## src/core/mio_pkg.sv

```systemverilog
// Constants for the three-port multiplexed I/O block.
// Assumes a 32-bit Avalon-MM slave with byte addresses.
// ------------------------------------------------------------
// ------------------------------------------------------------
package mio_pkg;
  // Geometry
  localparam int PW    = 8;
  localparam int NPORT = 3;
  localparam int PD    = 0;
  localparam int PE    = 1;
  localparam int PF    = 2;

  // Register byte offsets, one 32-bit word each
  localparam logic [5:0] STRIDE     = 6'h0C;
  localparam logic [5:0] PIN_OFS    = 6'h00;
  localparam logic [5:0] LAT_OFS    = 6'h04;
  localparam logic [5:0] DIR_OFS    = 6'h08;
  localparam logic [5:0] PSP_OFS    = 6'h24;
  localparam logic [5:0] IRQ_ST_OFS = 6'h28;
  localparam logic [5:0] IRQ_CL_OFS = 6'h2C;
  localparam logic [5:0] IRQ_EN_OFS = 6'h30;
  localparam logic [5:0] ANA_OFS    = 6'h34;
  localparam logic [5:0] FUNC_OFS   = 6'h38;

  // Parallel slave control fields
  localparam int IN_FULL_BIT  = 7;
  localparam int OUT_FULL_BIT = 6;
  localparam int OVERRUN_BIT  = 5;
  localparam int MODE_BIT     = 4;

  // Fifth port pin roles
  localparam int RD_BIT  = 0;
  localparam int WR_BIT  = 1;
  localparam int CS_BIT  = 2;
  localparam int CCP_BIT = 7;

  // Interrupt status layout
  localparam int NIRQ    = 3;
  localparam int IRQ_IN_FULL  = 0;
  localparam int IRQ_OUT_FREE = 1;
  localparam int IRQ_OVF      = 2;

  // Reset values
  localparam logic [7:0] DIR_RST = 8'hFF;
  localparam logic [7:0] LAT_RST = 8'h00;
  localparam logic [6:0] ANA_RST = 7'h7F;
endpackage

```

## src/core/mio_ports.sv

```systemverilog
// Three 8-bit multiplexed I/O ports with parallel slave hooks.
// Assumes a synchronous parallel slave engine and capture unit
// outside, and pin inputs already synchronous to mclk.
`timescale 1ns/1ns
`default_nettype none

module mio_ports (
  // Clock and resets
  input  wire logic        mclk,
  input  wire logic        rstn,
  input  wire logic        sys_reset,
  // Avalon-MM slave
  input  wire logic [5:0]  avs_address,
  input  wire logic        avs_read,
  input  wire logic        avs_write,
  input  wire logic [31:0] avs_writedata,
  input  wire logic [3:0]  avs_byteenable,
  output logic      [31:0] avs_readdata,
  output logic             avs_waitrequest,
  // Fourth port pins
  input  wire logic [7:0]  pd_in,
  output logic      [7:0]  pd_out,
  output logic      [7:0]  pd_oe,
  // Fifth port pins
  input  wire logic [7:0]  pe_in,
  output logic      [7:0]  pe_out,
  output logic      [7:0]  pe_oe,
  // Sixth port pins
  input  wire logic [7:0]  pf_in,
  output logic      [7:0]  pf_out,
  output logic      [7:0]  pf_oe,
  // Parallel slave engine
  output logic             psp_mode,
  output logic      [7:0]  psp_data_in,
  output logic             psp_rd_n,
  output logic             psp_wr_n,
  output logic             psp_cs_n,
  input  wire logic [7:0]  psp_data_out,
  input  wire logic        psp_data_oe,
  input  wire logic        psp_in_full,
  input  wire logic        psp_out_full,
  input  wire logic        psp_overflow,
  // Capture/compare unit
  output logic             ccp_sel,
  output logic             ccp_capture_in,
  input  wire logic        ccp_out,
  input  wire logic        ccp_out_en,
  // Analog select and interrupt
  output logic      [6:0]  analog_sel,
  output logic             irq
);

  // ----------------------------------------------------------
  // State
  // ----------------------------------------------------------
  logic [7:0]      dir_reg [mio_pkg::NPORT];  // Direction
  logic [7:0]      dir_next[mio_pkg::NPORT];
  logic [7:0]      lat_reg [mio_pkg::NPORT];  // Output latch
  logic [7:0]      lat_next[mio_pkg::NPORT];
  logic [7:0]      oe_reg  [mio_pkg::NPORT];  // Pin enables
  logic [7:0]      oe_next [mio_pkg::NPORT];
  logic [7:0]      out_reg [mio_pkg::NPORT];  // Pin data
  logic [7:0]      out_next[mio_pkg::NPORT];
  logic [7:0]      pin_in  [mio_pkg::NPORT];  // Pin levels
  logic            mode_reg, mode_next;       // Slave mode
  logic            ovf_reg, ovf_next;         // Overflow
  logic [6:0]      ana_reg, ana_next;         // Analog pins
  logic            func_reg, func_next;       // CCP on pin
  logic [2:0]      st_reg, st_next;           // Irq status
  logic [2:0]      en_reg, en_next;           // Irq enable
  logic [2:0]      ev;                        // Irq events
  logic            in_full_q, out_full_q;     // Edge history
  logic            ack_reg, ack_next;         // Bus answer
  logic [31:0]     rd_reg, rd_next;           // Read data
  logic [7:0]      sdat_reg, sdat_next;       // Bus to engine
  logic [3:0]      smp_reg, smp_next;         // Strobes, ccp
  logic            req, wr_ok;
  logic [7:0]      wdat;

  assign pin_in[mio_pkg::PD] = pd_in;
  assign pin_in[mio_pkg::PE] = pe_in;
  assign pin_in[mio_pkg::PF] = pf_in;

  // ----------------------------------------------------------
  // Bus handshake
  // ----------------------------------------------------------
  // One wait cycle per access, so read data comes from a flop
  assign req             = avs_read | avs_write;
  assign avs_waitrequest = req & ~ack_reg;
  // Only byte lane 0 holds data; upper lanes are ignored
  assign wr_ok = avs_write & ack_reg & avs_byteenable[0];
  assign wdat  = avs_writedata[7:0];
  assign ack_next = req & ~ack_reg;

  // Read mux, captured in the wait cycle
  always_comb begin
    rd_next = rd_reg;
    if (req && !ack_reg) begin
      rd_next = 32'h0000_0000;
      for (int p = 0; p < mio_pkg::NPORT; p++) begin
        if (avs_address == 6'(p * mio_pkg::STRIDE) + mio_pkg::PIN_OFS) begin
          rd_next[7:0] = pin_in[p];
          if (p == mio_pkg::PF) begin
            // Analog pins read as zero
            rd_next[6:0] = pin_in[p][6:0] & ~ana_reg;
          end
        end
        if (avs_address == 6'(p * mio_pkg::STRIDE) + mio_pkg::LAT_OFS) begin
          rd_next[7:0] = lat_reg[p];
        end
        if (avs_address == 6'(p * mio_pkg::STRIDE) + mio_pkg::DIR_OFS) begin
          rd_next[7:0] = dir_reg[p];
        end
      end
      case (avs_address)
        mio_pkg::PSP_OFS: begin
          // Low nibble unimplemented
          rd_next[7:0] = {psp_in_full, psp_out_full,
                          ovf_reg, mode_reg, 4'h0};
        end
        mio_pkg::IRQ_ST_OFS: begin
          rd_next[2:0] = st_reg;
        end
        mio_pkg::IRQ_EN_OFS: begin
          rd_next[2:0] = en_reg;
        end
        mio_pkg::ANA_OFS: begin
          rd_next[6:0] = ana_reg;
        end
        mio_pkg::FUNC_OFS: begin
          rd_next[0] = func_reg;
        end
        default: begin
          // Clear register and unmapped words read zero
        end
      endcase
    end
  end

  // ----------------------------------------------------------
  // Register file
  // ----------------------------------------------------------
  // Events: input buffer filled, output buffer emptied, overrun
  assign ev[mio_pkg::IRQ_IN_FULL]  = mode_reg & psp_in_full & ~in_full_q;
  assign ev[mio_pkg::IRQ_OUT_FREE] = mode_reg & ~psp_out_full & out_full_q;
  assign ev[mio_pkg::IRQ_OVF] = mode_reg & psp_overflow;

  always_comb begin
    for (int p = 0; p < mio_pkg::NPORT; p++) begin
      dir_next[p] = dir_reg[p];
      lat_next[p] = lat_reg[p];
      if (wr_ok) begin
        // Pin and latch addresses both write the latch
        if (avs_address == 6'(p * mio_pkg::STRIDE) + mio_pkg::PIN_OFS ||
            avs_address == 6'(p * mio_pkg::STRIDE) + mio_pkg::LAT_OFS) begin
          lat_next[p] = wdat;
        end
        // Stored as written even while a peripheral overrides
        if (avs_address == 6'(p * mio_pkg::STRIDE) + mio_pkg::DIR_OFS) begin
          dir_next[p] = wdat;
        end
      end
    end
    mode_next = mode_reg;
    ana_next  = ana_reg;
    func_next = func_reg;
    en_next   = en_reg;
    ovf_next  = ovf_reg;
    st_next   = st_reg;
    if (wr_ok) begin
      case (avs_address)
        mio_pkg::PSP_OFS: begin
          mode_next = wdat[mio_pkg::MODE_BIT];
          // Software clears the overrun flag by writing zero
          if (!wdat[mio_pkg::OVERRUN_BIT]) begin
            ovf_next = 1'b0;
          end
        end
        mio_pkg::IRQ_CL_OFS: begin
          st_next = st_reg & ~wdat[2:0];
        end
        mio_pkg::IRQ_EN_OFS: begin
          en_next = wdat[2:0];
        end
        mio_pkg::ANA_OFS: begin
          ana_next = wdat[6:0];
        end
        mio_pkg::FUNC_OFS: begin
          func_next = wdat[0];
        end
        default: begin
          // Read-only or unmapped: write dropped
        end
      endcase
    end
    // Hardware sets win over a clear in the same cycle
    if (mode_reg && psp_overflow) begin
      ovf_next = 1'b1;
    end
    st_next = st_next | ev;
    // Soft reset: directions to inputs, latches kept
    if (sys_reset) begin
      for (int p = 0; p < mio_pkg::NPORT; p++) begin
        dir_next[p] = mio_pkg::DIR_RST;
      end
      mode_next = 1'b0;
      ovf_next  = 1'b0;
      ana_next  = mio_pkg::ANA_RST;
      func_next = 1'b0;
      st_next   = 3'h0;
      en_next   = 3'h0;
    end
  end

  // ----------------------------------------------------------
  // Pin multiplexing
  // ----------------------------------------------------------
  // Overrides act here only; dir_reg never sees them
  always_comb begin
    for (int p = 0; p < mio_pkg::NPORT; p++) begin
      oe_next[p]  = ~dir_reg[p];
      out_next[p] = lat_reg[p];
    end
    if (mode_reg) begin
      // Engine drives the bus only during its read cycle
      oe_next[mio_pkg::PD]  = {mio_pkg::PW{psp_data_oe}};
      out_next[mio_pkg::PD] = psp_data_out;
      // Strobes and select forced to inputs
      oe_next[mio_pkg::PE][mio_pkg::CS_BIT:0] = 3'b000;
    end
    if (func_reg) begin
      oe_next[mio_pkg::PE][mio_pkg::CCP_BIT]  = ccp_out_en;
      out_next[mio_pkg::PE][mio_pkg::CCP_BIT] = ccp_out;
    end
    // Analog pins never driven digitally
    oe_next[mio_pkg::PF][6:0] = oe_next[mio_pkg::PF][6:0] & ~ana_reg;
    sdat_next = pd_in;
    // Strobes idle high outside slave mode
    smp_next[0] = mode_reg ? pe_in[mio_pkg::RD_BIT] : 1'b1;
    smp_next[1] = mode_reg ? pe_in[mio_pkg::WR_BIT] : 1'b1;
    smp_next[2] = mode_reg ? pe_in[mio_pkg::CS_BIT] : 1'b1;
    smp_next[3] = pe_in[mio_pkg::CCP_BIT];
  end

  // ----------------------------------------------------------
  // Registers
  // ----------------------------------------------------------
  // Power-on reset clears latches; soft reset does not
  always_ff @(posedge mclk or negedge rstn) begin
    if (!rstn) begin
      for (int p = 0; p < mio_pkg::NPORT; p++) begin
        dir_reg[p] <= mio_pkg::DIR_RST;
        lat_reg[p] <= mio_pkg::LAT_RST;
        oe_reg[p]  <= 8'h00;
        out_reg[p] <= 8'h00;
      end
      mode_reg <= 1'b0;
      ovf_reg  <= 1'b0;
      ana_reg  <= mio_pkg::ANA_RST;
      func_reg <= 1'b0;
      st_reg   <= 3'h0;
      en_reg   <= 3'h0;
      in_full_q  <= 1'b0;
      out_full_q <= 1'b0;
      ack_reg  <= 1'b0;
      rd_reg   <= 32'h0000_0000;
      sdat_reg <= 8'h00;
      smp_reg  <= 4'hF;
    end else begin
      for (int p = 0; p < mio_pkg::NPORT; p++) begin
        dir_reg[p] <= dir_next[p];
        lat_reg[p] <= lat_next[p];
        oe_reg[p]  <= oe_next[p];
        out_reg[p] <= out_next[p];
      end
      mode_reg <= mode_next;
      ovf_reg  <= ovf_next;
      ana_reg  <= ana_next;
      func_reg <= func_next;
      st_reg   <= st_next;
      en_reg   <= en_next;
      in_full_q  <= psp_in_full;
      out_full_q <= psp_out_full;
      ack_reg  <= ack_next;
      rd_reg   <= rd_next;
      sdat_reg <= sdat_next;
      smp_reg  <= smp_next;
    end
  end

  // ----------------------------------------------------------
  // Outputs
  // ----------------------------------------------------------
  assign avs_readdata   = rd_reg;
  assign pd_out         = out_reg[mio_pkg::PD];
  assign pd_oe          = oe_reg[mio_pkg::PD];
  assign pe_out         = out_reg[mio_pkg::PE];
  assign pe_oe          = oe_reg[mio_pkg::PE];
  assign pf_out         = out_reg[mio_pkg::PF];
  assign pf_oe          = oe_reg[mio_pkg::PF];
  assign psp_mode       = mode_reg;
  assign psp_data_in    = sdat_reg;
  assign psp_rd_n       = smp_reg[0];
  assign psp_wr_n       = smp_reg[1];
  assign psp_cs_n       = smp_reg[2];
  assign ccp_capture_in = smp_reg[3];
  assign ccp_sel        = func_reg;
  assign analog_sel     = ana_reg;
  assign irq            = |(st_reg & en_reg);
endmodule // mio_ports

`default_nettype wire

```

## config.mk

```make
export PLATFORM = sky130hd
export DESIGN_NAME = mio_ports
export DESIGN_NICKNAME = d
export VERILOG_FILES = /design/src/core/mio_pkg.sv /design/src/core/mio_ports.sv
export SDC_FILE = /design/constraint.sdc
export NUM_CORES = 1
export LEC_CHECK = 0
export BUFFER_PORTS_ARGS = -buffer_cell sky130_fd_sc_hd__buf_2
export CAP_MARGIN = 10
export CORE_AREA = 2 2 126 128
export CTS_BUF_LIST = sky130_fd_sc_hd__clkbuf_2 sky130_fd_sc_hd__clkbuf_4 sky130_fd_sc_hd__clkbuf_8
export DETAILED_ROUTE_END_ITERATION = 7
export DIE_AREA = 0 0 128 130
export GPL_TIMING_DRIVEN = 0
export PLACE_DENSITY = 0.7
export SLEW_MARGIN = 10
export SYNTH_ARGS = -nofsm -noshare
export SYNTH_HDL_FRONTEND = slang
export SYNTH_SLANG_ARGS = --single-unit
```

## constraint.sdc

```tcl
create_clock -name mclk -period 3.8 [get_ports mclk]
set_input_delay 0.57 -clock mclk [delete_from_list [all_inputs] [get_ports mclk]]
set_output_delay 0.57 -clock mclk [all_outputs]
set_load 0.02 [all_outputs]
```

==> results of run 1 <==
-- critical path: stages (launching register included) --
cell and delay, ns:
dfrtp_1 0.39, or2_2 0.30, clkbuf_1 0.19, inv_1 0.16
clkbuf_1 0.47, buf_2 0.27
-- routing by layer --
layer | vias to the layer above | track usage
met2 | 197 | 0.335
met5 | - | 0
met1 | 2371 | 0.279
li1 | 2149 | -
met3 | 39 | 0.0599
met4 | 0 | 0.100
-- final timing paths --
| path | end | cells past startpoint |
|---|---|---|
| setup / recovery | avs_waitrequest | 5 |
| hold / removal | pe_oe[6]$_DFF_PN0_ | 1 |
| setup reg to reg | lat_reg[6]$_DFFE_PN0P_ | 5 |
| hold reg to reg | pf_out[3]$_DFF_PN0_ | 0 |
| max in group asynchronous | dir_reg[4]$_DFFE_PN1P_ | 2 |
| min in group mclk | smp_reg[3]$_DFF_PN1_ | 1 |
-- metrics by stage --
step	power, uW	instance area [um^2]
floorplan	1790	6050
global placement	1960	6960
detailed placement	1970	6990
CTS	3180	7400
global route	3270	7400
finish	3150	7400
-- final cells by class --
class | count | area, um^2
clock inverters | 14 | 160
multi-input cells | 343 | 2270
plain buffers | 50 | 294
clock buffers | 18 | 241
repair buffers | 135 | 704
fillers | 1472 | 8030
well taps | 192 | 240
inverters | 16 | 60.1
flip-flops and latches | 135 | 3420
-- report_power, final --
group          internal [uW]  switching, uW  total, uW  leakage (uW)
registers               1510           32.8       1540       0.00170
clock network            649            563       1210      0.000201
logic                    145            255        400       0.00176
-- cells by family (layout without fill, tap and decap cells) --
kind of cell	after synthesis	after routing	synth area share
buffers and inverters	66	233	0.0594
and+or+nand+nor	162	162	0.146
muxes	46	46	0.0959
DFF	135	135	0.574
other	1	24	0.000629
AOI/OAI and AO/OA	111	111	0.124
-- layout by cell type, fill, tap and decap left out, types with 5 or more instances in the layout --
cell type  netlist  routed
a211o_1         23      23
a21oi_1         21      21
a22oi_1          6       6
buf_2           10     143
buf_4           25      25
clkbuf_1        14      14
clkbuf_8         0      17
clkinv_2         0       6
conb_1           1      24
dfrtp_1        100     100
dfstp_2         35      35
inv_1           16      16
mux2_2          29      29
mux2i_1         11      11
mux4_2           6       6
nand2_1         48      48
nand2b_1         9       9
nand3_1         10      10
nand3b_1        16      16
nor2_1          37      37
nor2b_1         14      14
o211ai_1         5       5
o21ai_0         25      25
o21ai_1          5       5
o22ai_1          5       5
==> flow_summary.yaml, run 1 <==
clocking:
  cts_tree: "done"
  cts-htree-levels: 4
  clockBufferDepth: 2
  cts.repair.resized: 0
  cts_buffers: 17
  clock-sinks: 135
  hold_buffers: 0
  post_cts_buffers: 0
  clk_latency_ns: 0.45
  cts-root-buf: "clkbuf_8"
  clk_pin_slew_ns: 0.08
worst_setup_path:
  worstPathArrival_ns: 2.23
  path_class: "flop to output port"
  cp-end-kind: "output port"
  cp_max_fo: 11
  cp.required_ns: 3.23
  start_kind: "flop"
  crit_start: "ack_reg$_DFF_PN0_"
  r2r-start: "ack_reg$_DFF_PN0_"
  rrSetupSlack_ns: 1.77
layout:
  nets: 783
  num_antenna_cells: 0
  layout-drive-gt1-share: 0.401
  post-route-util: 0.479
  area_growth_pct: 24.0
  stdcell_count: 903
sta:
  hold_viol: 0
  holdWs_ns: 0.0532
  finalSetupViolations: 0
  setup_ws_ns: 1.00
  rsz0062_at_grt: "no"
  slew_headroom: 0.533
  clock_skew_ns: 0.0110
  fmax_mhz: 358
  period_share: 0.736
  fin_crit_ns: 2.80
  tightest_slew_ns: 0.695
  slew_violations: 0
  tns_ns: 0
yosys:
  synth_common_cells: "dfrtp_1 (100), nand2_1 (48), nor2_1 (37)"
  synth_area_um2: 5960
  synth.top_cell.area_share: 0.420
  synth.most_common_cell: "dfrtp_1"
  synth_edf_count: 0
  synth_ff_type: "dfrtp_1"
  yosysTopAreaCell: "dfrtp_1"
  ys_seq_area_frac: 0.574
  synth_warnings: 0
  synthTopCellsByArea: "dfrtp_1 (42%), dfstp_2 (15%), mux2_2 (5.5%)"
  synth-seq-cells: 135
  async_flop_share: 1.00
  synthCells: 521
  ys_types: 52
  syn_area_per_cell_um2: 11.4
global_route:
  antenna_found_initial: 0
  grt_max_degree: 88
  grt_pass1_wl_um: 26300
  grt_pass1_vias: 4679
  grt_usage: 0.214
  overflow: 0
power_and_ir_drop:
  powerDensity_nw_per_um2: 426
  p_leak_uw: 0.00366
  ir_drop_v: 0.000183
detailed_routing:
  drt-met1-wl_um: 7480
  drt.antenna.violating_nets: 0
  top_layer: "met4"
  wl_um: 17200
  drt_first_iter_violations: 400
  viasPerCell: 5.27
  wl_per_cell_um: 19.1
  route.detailed.drc: 0
  dr.pass1.iters: 5
  wl_met3_um: 1120
  routed-wl-met2_um: 8060
  vias: 4756
die:
  initial_core_util: 0.387
  io_pins: 188
  dieArea_um2: 16600
  core_area_um2: 15400
  rows: 46
  die_w_um: 128
  die_h_um: 130
placed_design:
  dpl.hpwl_um: 12500
  routabilityCongestion: 0.930
  place_inst: 871
  dp_worst_setup_slack_ns: 1.16
  portBuffers: 134
worst_hold_path:
  min-delay-path-class: "primary input to asynchronous set/reset pin"
run:
  maxCapViolCount: 0
status:
  status: "finished clean"
Power figures use the tool's default switching activity.
==> inputs of run 2 (changes only) <==
- PLACE_DENSITY: 0.7 -> 0.72
- clock period: 3.8 -> 2.53 ns (I/O delays scaled with it)
==> flow_summary.yaml, run 2 (synthesis results as in run 1) <==
detailed_routing:
  dr.pass1.iters: 5
  route.detailed.drc: 0
  viasPerCell: 5.23
  drt.antenna.violating_nets: 0
  vias: 4731
  wl_per_cell_um: 19.1
  drt_first_iter_violations: 407
  wl_um: 17300
sta:
  rsz0062_at_grt: "no"
  slew_violations: 0
  fin_crit_ns: 2.36
  hold_viol: 0
  clock_skew_ns: 0.0136
  tightest_slew_ns: 0.780
  period_share: 0.933
  tns_ns: 0
  slew_headroom: 0.476
  setup_ws_ns: 0.169
  finalSetupViolations: 0
  fmax_mhz: 424
placed_design:
  place_inst: 871
  dpl.hpwl_um: 12400
  routabilityCongestion: 0.950
  dp_worst_setup_slack_ns: 0.129
  place_area_um2: 6990
  portBuffers: 134
worst_hold_path:
  holdPathEnd: "smp_reg[3]$_DFF_PN1_"
  hp-start: "pe_in[7]"
  hold-path-cell-count: 1
  min-delay-path-class: "primary input to flop"
run:
  maxCapViolCount: 0
power_and_ir_drop:
  p_leak_uw: 0.00369
  p_int_uw: 3620
  switching_share: 0.253
  p_sw_uw: 1230
  powerDensity_nw_per_um2: 653
  p_clk_frac: 0.398
  seqPwrFrac: 0.478
  ir_drop_v: 0.000275
  comb_power_share: 0.124
worst_setup_path:
  rrSetupSlack_ns: 0.49
  start_kind: "flop"
  worstPathArrival_ns: 1.98
  path_class: "flop to output port"
  worstReg2RegEnd: "lat_reg[5]$_DFFE_PN0P_"
  r2r-start: "ack_reg$_DFF_PN0_"
  reg2reg_depth: 5
  cp.required_ns: 2.15
  cp_max_fo: 14
  cp-end-kind: "output port"
die:
  dieArea_um2: 16600
  die_w_um: 128
  initial_core_util: 0.387
  core_area_um2: 15400
  die_h_um: 130
  io_pins: 188
  rows: 46
clocking:
  clock-sinks: 135
  cts.repair.resized: 0
  clk_pin_slew_ns: 0.07
  clockBufferDepth: 2
  cts_buffers: 17
  cts-htree-levels: 4
  cts_tree: "done"
  clk_latency_ns: 0.44
  cts-root-buf: "clkbuf_8"
layout:
  layout-drive-gt1-share: 0.401
  layout_commonest_cell: "buf_2"
  n_fill_cell: 1471
  finalInstanceArea_um2: 7430
  area_growth_pct: 24.7
  register_area_um2: 3420
  layout_common_cells: "buf_2 (143), dfrtp_1 (100), nand2_1 (48), nor2_1 (37), dfstp_2 (35)"
  nets: 783
  stdcell_count: 904
  multi_input_comb_area_um2: 2270
  post-route-util: 0.482
global_route:
  grt_max_degree: 83
  overflow: 0
  antenna_found_initial: 1
  grt_pass1_vias: 4661
  grt_pass1_wl_um: 26300
  grt_usage: 0.213
status:
  status: "finished clean"
==> run 2: cell types whose count changed in the layout (fill, tap and decap cells not counted), sizes merged <==
cell,delta
clkinvlp,-3
clkbuf,+9
diode,+1
clkinv,-7
dlygate4sd3,+1
==> run 2: per-stage QoR <==
| stage | hold WS, ns | power, uW |
|---|---|---|
| 2_1_floorplan | 0.0839 | 2690 |
| 3_3_place_gp | 0.384 | 2940 |
| 3_5_place_dp | 0.376 | 2950 |
| 4_1_cts | 0.0371 | 4870 |
| 5_1_grt | 0.0342 | 5010 |
| 6_report | 0.0570 | 4850 |
==> run 2: worst max-delay path: stages, from the launching register on <==
cell and delay [ns]:
dfrtp_1 0.39, or2_2 0.29, clkbuf_1 0.19, inv_1 0.41
buf_2 0.26
==> run 2: how the worst max path moves through the flow <==
stage	endpoint	start
2_1_floorplan	avs_readdata[3]$_DFFE_PN0P_	avs_address[2]
3_3_place_gp	pf_out[4]$_DFF_PN0_	rstn
3_5_place_dp	avs_readdata[3]$_DFFE_PN0P_	avs_address[2]
4_1_cts	avs_waitrequest	ack_reg$_DFF_PN0_
5_1_grt	avs_waitrequest	ack_reg$_DFF_PN0_
6_report	avs_waitrequest	ack_reg$_DFF_PN0_
==> run 2: repair_timing <==
| item | in CTS | in global routing |
|---|---|---|
| hold buffers | 1 | 0 |
| buffers inserted | 0 | 0 |
| endpoints found under the setup margin | 1 | 0 |
| endpoints found under the hold margin | 40 | 0 |
==> run 2: cell type report <==
class,instances,share of cell area
Clock buffer,28,0.0451
Timing Repair Buffer,136,0.0961
Multi-Input combinational cell,343,0.306
Antenna cell,1,0.000337
Sequential cell,135,0.460
Clock inverter,4,0.0128
Tap cell,192,0.0323
Buffer,49,0.0391
Inverter,16,0.00808
==> run 2: per-layer routing <==
metal | wire length [um] | track usage | vias up
met2 | 8020 | 0.329 | 196
met1 | 7560 | 0.282 | 2345
met3 | 1030 | 0.0554 | 43
met4 | 651 | 0.106 | 2
met5 | 13 | 0 | -
li1 | - | - | 2145
==> run 2: power groups by stage <==
stage	combinational [uW]	sequential [uW]	clock, uW
6_report	600	2320	1930
5_1_grt	646	2330	2030
4_1_cts	599	2320	1950
3_5_place_dp	597	2360	0
3_3_place_gp	587	2350	0
2_1_floorplan	260	2420	0
==> inputs of run 3 (changes only) <==
- CORE_AREA: 2 2 126 128 -> 2 2 161 100
- DIE_AREA: 0 0 128 130 -> 0 0 163 102
- GPL_TIMING_DRIVEN: 0 -> 1
- PLACE_DENSITY: 0.72 -> 0.73
==> flow_summary.yaml, run 3 (synthesis results as in run 1) <==
global_route:
  grt_usage: 0.212
  grt_pass1_wl_um: 26400
  grt_max_degree: 67
  overflow: 0
  antenna_found_initial: 0
  grt_pass1_vias: 4764
clocking:
  clk_pin_slew_ns: 0.08
  clockBufferDepth: 2
  hold_buffers: 1
  cts-htree-levels: 4
  cts_buffers: 17
  clock-sinks: 135
  cts_tree: "done"
  cts-root-buf: "clkbuf_8"
  cts.repair.resized: 0
  post_cts_buffers: 0
  clk_latency_ns: 0.44
sta:
  finalSetupViolations: 0
  tightest_slew_ns: 0.821
  tns_ns: 0
  rsz0062_at_grt: "no"
  slew_headroom: 0.453
  period_share: 0.838
  hold_viol: 0
  holdWs_ns: 0.0577
  fmax_mhz: 472
  fin_crit_ns: 2.12
  slew_violations: 0
  clock_skew_ns: 0.0105
layout:
  post-route-util: 0.475
  layout_common_cells: "buf_2 (135), dfrtp_1 (100), nand2_1 (48), nor2_1 (37), dfstp_2 (35)"
  nets: 750
  finalInstanceArea_um2: 7180
  area_growth_pct: 20.4
  layout_commonest_cell: "buf_2"
  layout-drive-gt1-share: 0.392
placed_design:
  routabilityCongestion: 0.899
  portBuffers: 136
  place_area_um2: 6820
  dpl.hpwl_um: 12400
power_and_ir_drop:
  p_leak_uw: 0.00351
  power_uw: 4460
  powerDensity_nw_per_um2: 621
  ir_drop_v: 0.000357
worst_setup_path:
  path_class: "flop to output port"
  r2r-start: "ack_reg$_DFF_PN0_"
  crit_path_max_incr_delay_ns: 0.40
  rrSetupSlack_ns: 0.64
  cp-end-kind: "output port"
  path_cells: "or2_2 > inv_1 > buf_2"
  start_kind: "flop"
  reg2reg_depth: 4
  worstReg2RegEnd: "analog_sel[2]$_DFFE_PN1P_"
  slowest_stage: "dfrtp_1"
  cp_max_fo: 7
  worstPathArrival_ns: 1.74
  cp.required_ns: 2.15
status:
  status: "finished clean"
die:
  dieArea_um2: 16600
  die_h_um: 102
  initial_core_util: 0.395
  core_area_um2: 15100
  die_w_um: 163
  rows: 35
  io_pins: 188
run:
  maxCapViolCount: 0
detailed_routing:
  dr.pass1.iters: 5
  wl_per_cell_um: 19.2
  viasPerCell: 5.22
  vias: 4603
  route.detailed.drc: 0
  wl_um: 16900
  drt.antenna.violating_nets: 0
  drt_first_iter_violations: 425
worst_hold_path:
  holdPathEnd: "psp_data_in[6]$_DFF_PN0_"
  min-delay-path-class: "primary input to flop"
  hp-start: "pd_in[6]"
  hold-path-cell-count: 1
[run 3: cell count changes in the layout (fill, tap and decap cells not counted), moves of 2 or more]
cell	before	now
buf_2	143	135
buf_4	25	14
bufinv_16	3	0
clkbuf_1	13	0
clkbuf_4	8	1
clkbuf_8	20	17
clkinv_2	1	3
clkinv_4	0	4
clkinvlp_4	0	5
inv_6	0	2
[run 3: metal layers]
layer	routed length, um	vias up	track usage
li1	-	2077	-
met1	8070	2318	0.308
met2	7290	197	0.320
met3	1450	11	0.0657
met4	93	0	0.0354
met5	0	-	0
[run 3: cell type report]
cell class / count / area (um^2)
diodes: 1 / 2.50
clock buffers: 18 / 241
clock inverters: 14 / 105
fillers: 1429 / 7930
inverters: 16 / 60.1
multi-input cells: 343 / 2270
flip-flops and latches: 135 / 3420
well taps: 203 / 254
repair buffers: 152 / 822
[run 3: critical path: cells and delay by family, from the launching register on]
family                 cells  cell delay, ns
buffers and inverters      2            0.53
flip-flops                 1            0.40
AND/OR/NAND/NOR            1            0.38
[run 3: power by group]
part / switching, uW / internal (uW) / leakage (uW)
Sequential: 54.9 / 2260 / 0.00170
Clock: 888 / 691 / 0.000165
Combinational: 371 / 196 / 0.00165
[run 3: how the worst max path moves through the flow]
stage | cells past startpoint | start | end | slack, ns
after global placement | 6 | avs_address[4] | avs_readdata[4]$_DFFE_PN0P_ | 0.39
after global routing | 3 | ack_reg$_DFF_PN0_ | avs_waitrequest | 0.33
after detailed placement | 6 | avs_address[4] | avs_readdata[4]$_DFFE_PN0P_ | 0.36
final | 3 | ack_reg$_DFF_PN0_ | avs_waitrequest | 0.41
after floorplan | 7 | avs_address[2] | avs_readdata[3]$_DFFE_PN0P_ | 0.79
after CTS | 3 | ack_reg$_DFF_PN0_ | avs_waitrequest | 0.39
[run 3: through the flow]
step / instances / setup slack [ns]
3_5_place_dp: 848 / 0.361
2_1_floorplan: 544 / 0.792
4_1_cts: 881 / 0.387
5_1_grt: 881 / 0.333
3_3_place_gp: 848 / 0.385
6_report: 882 / 0.410
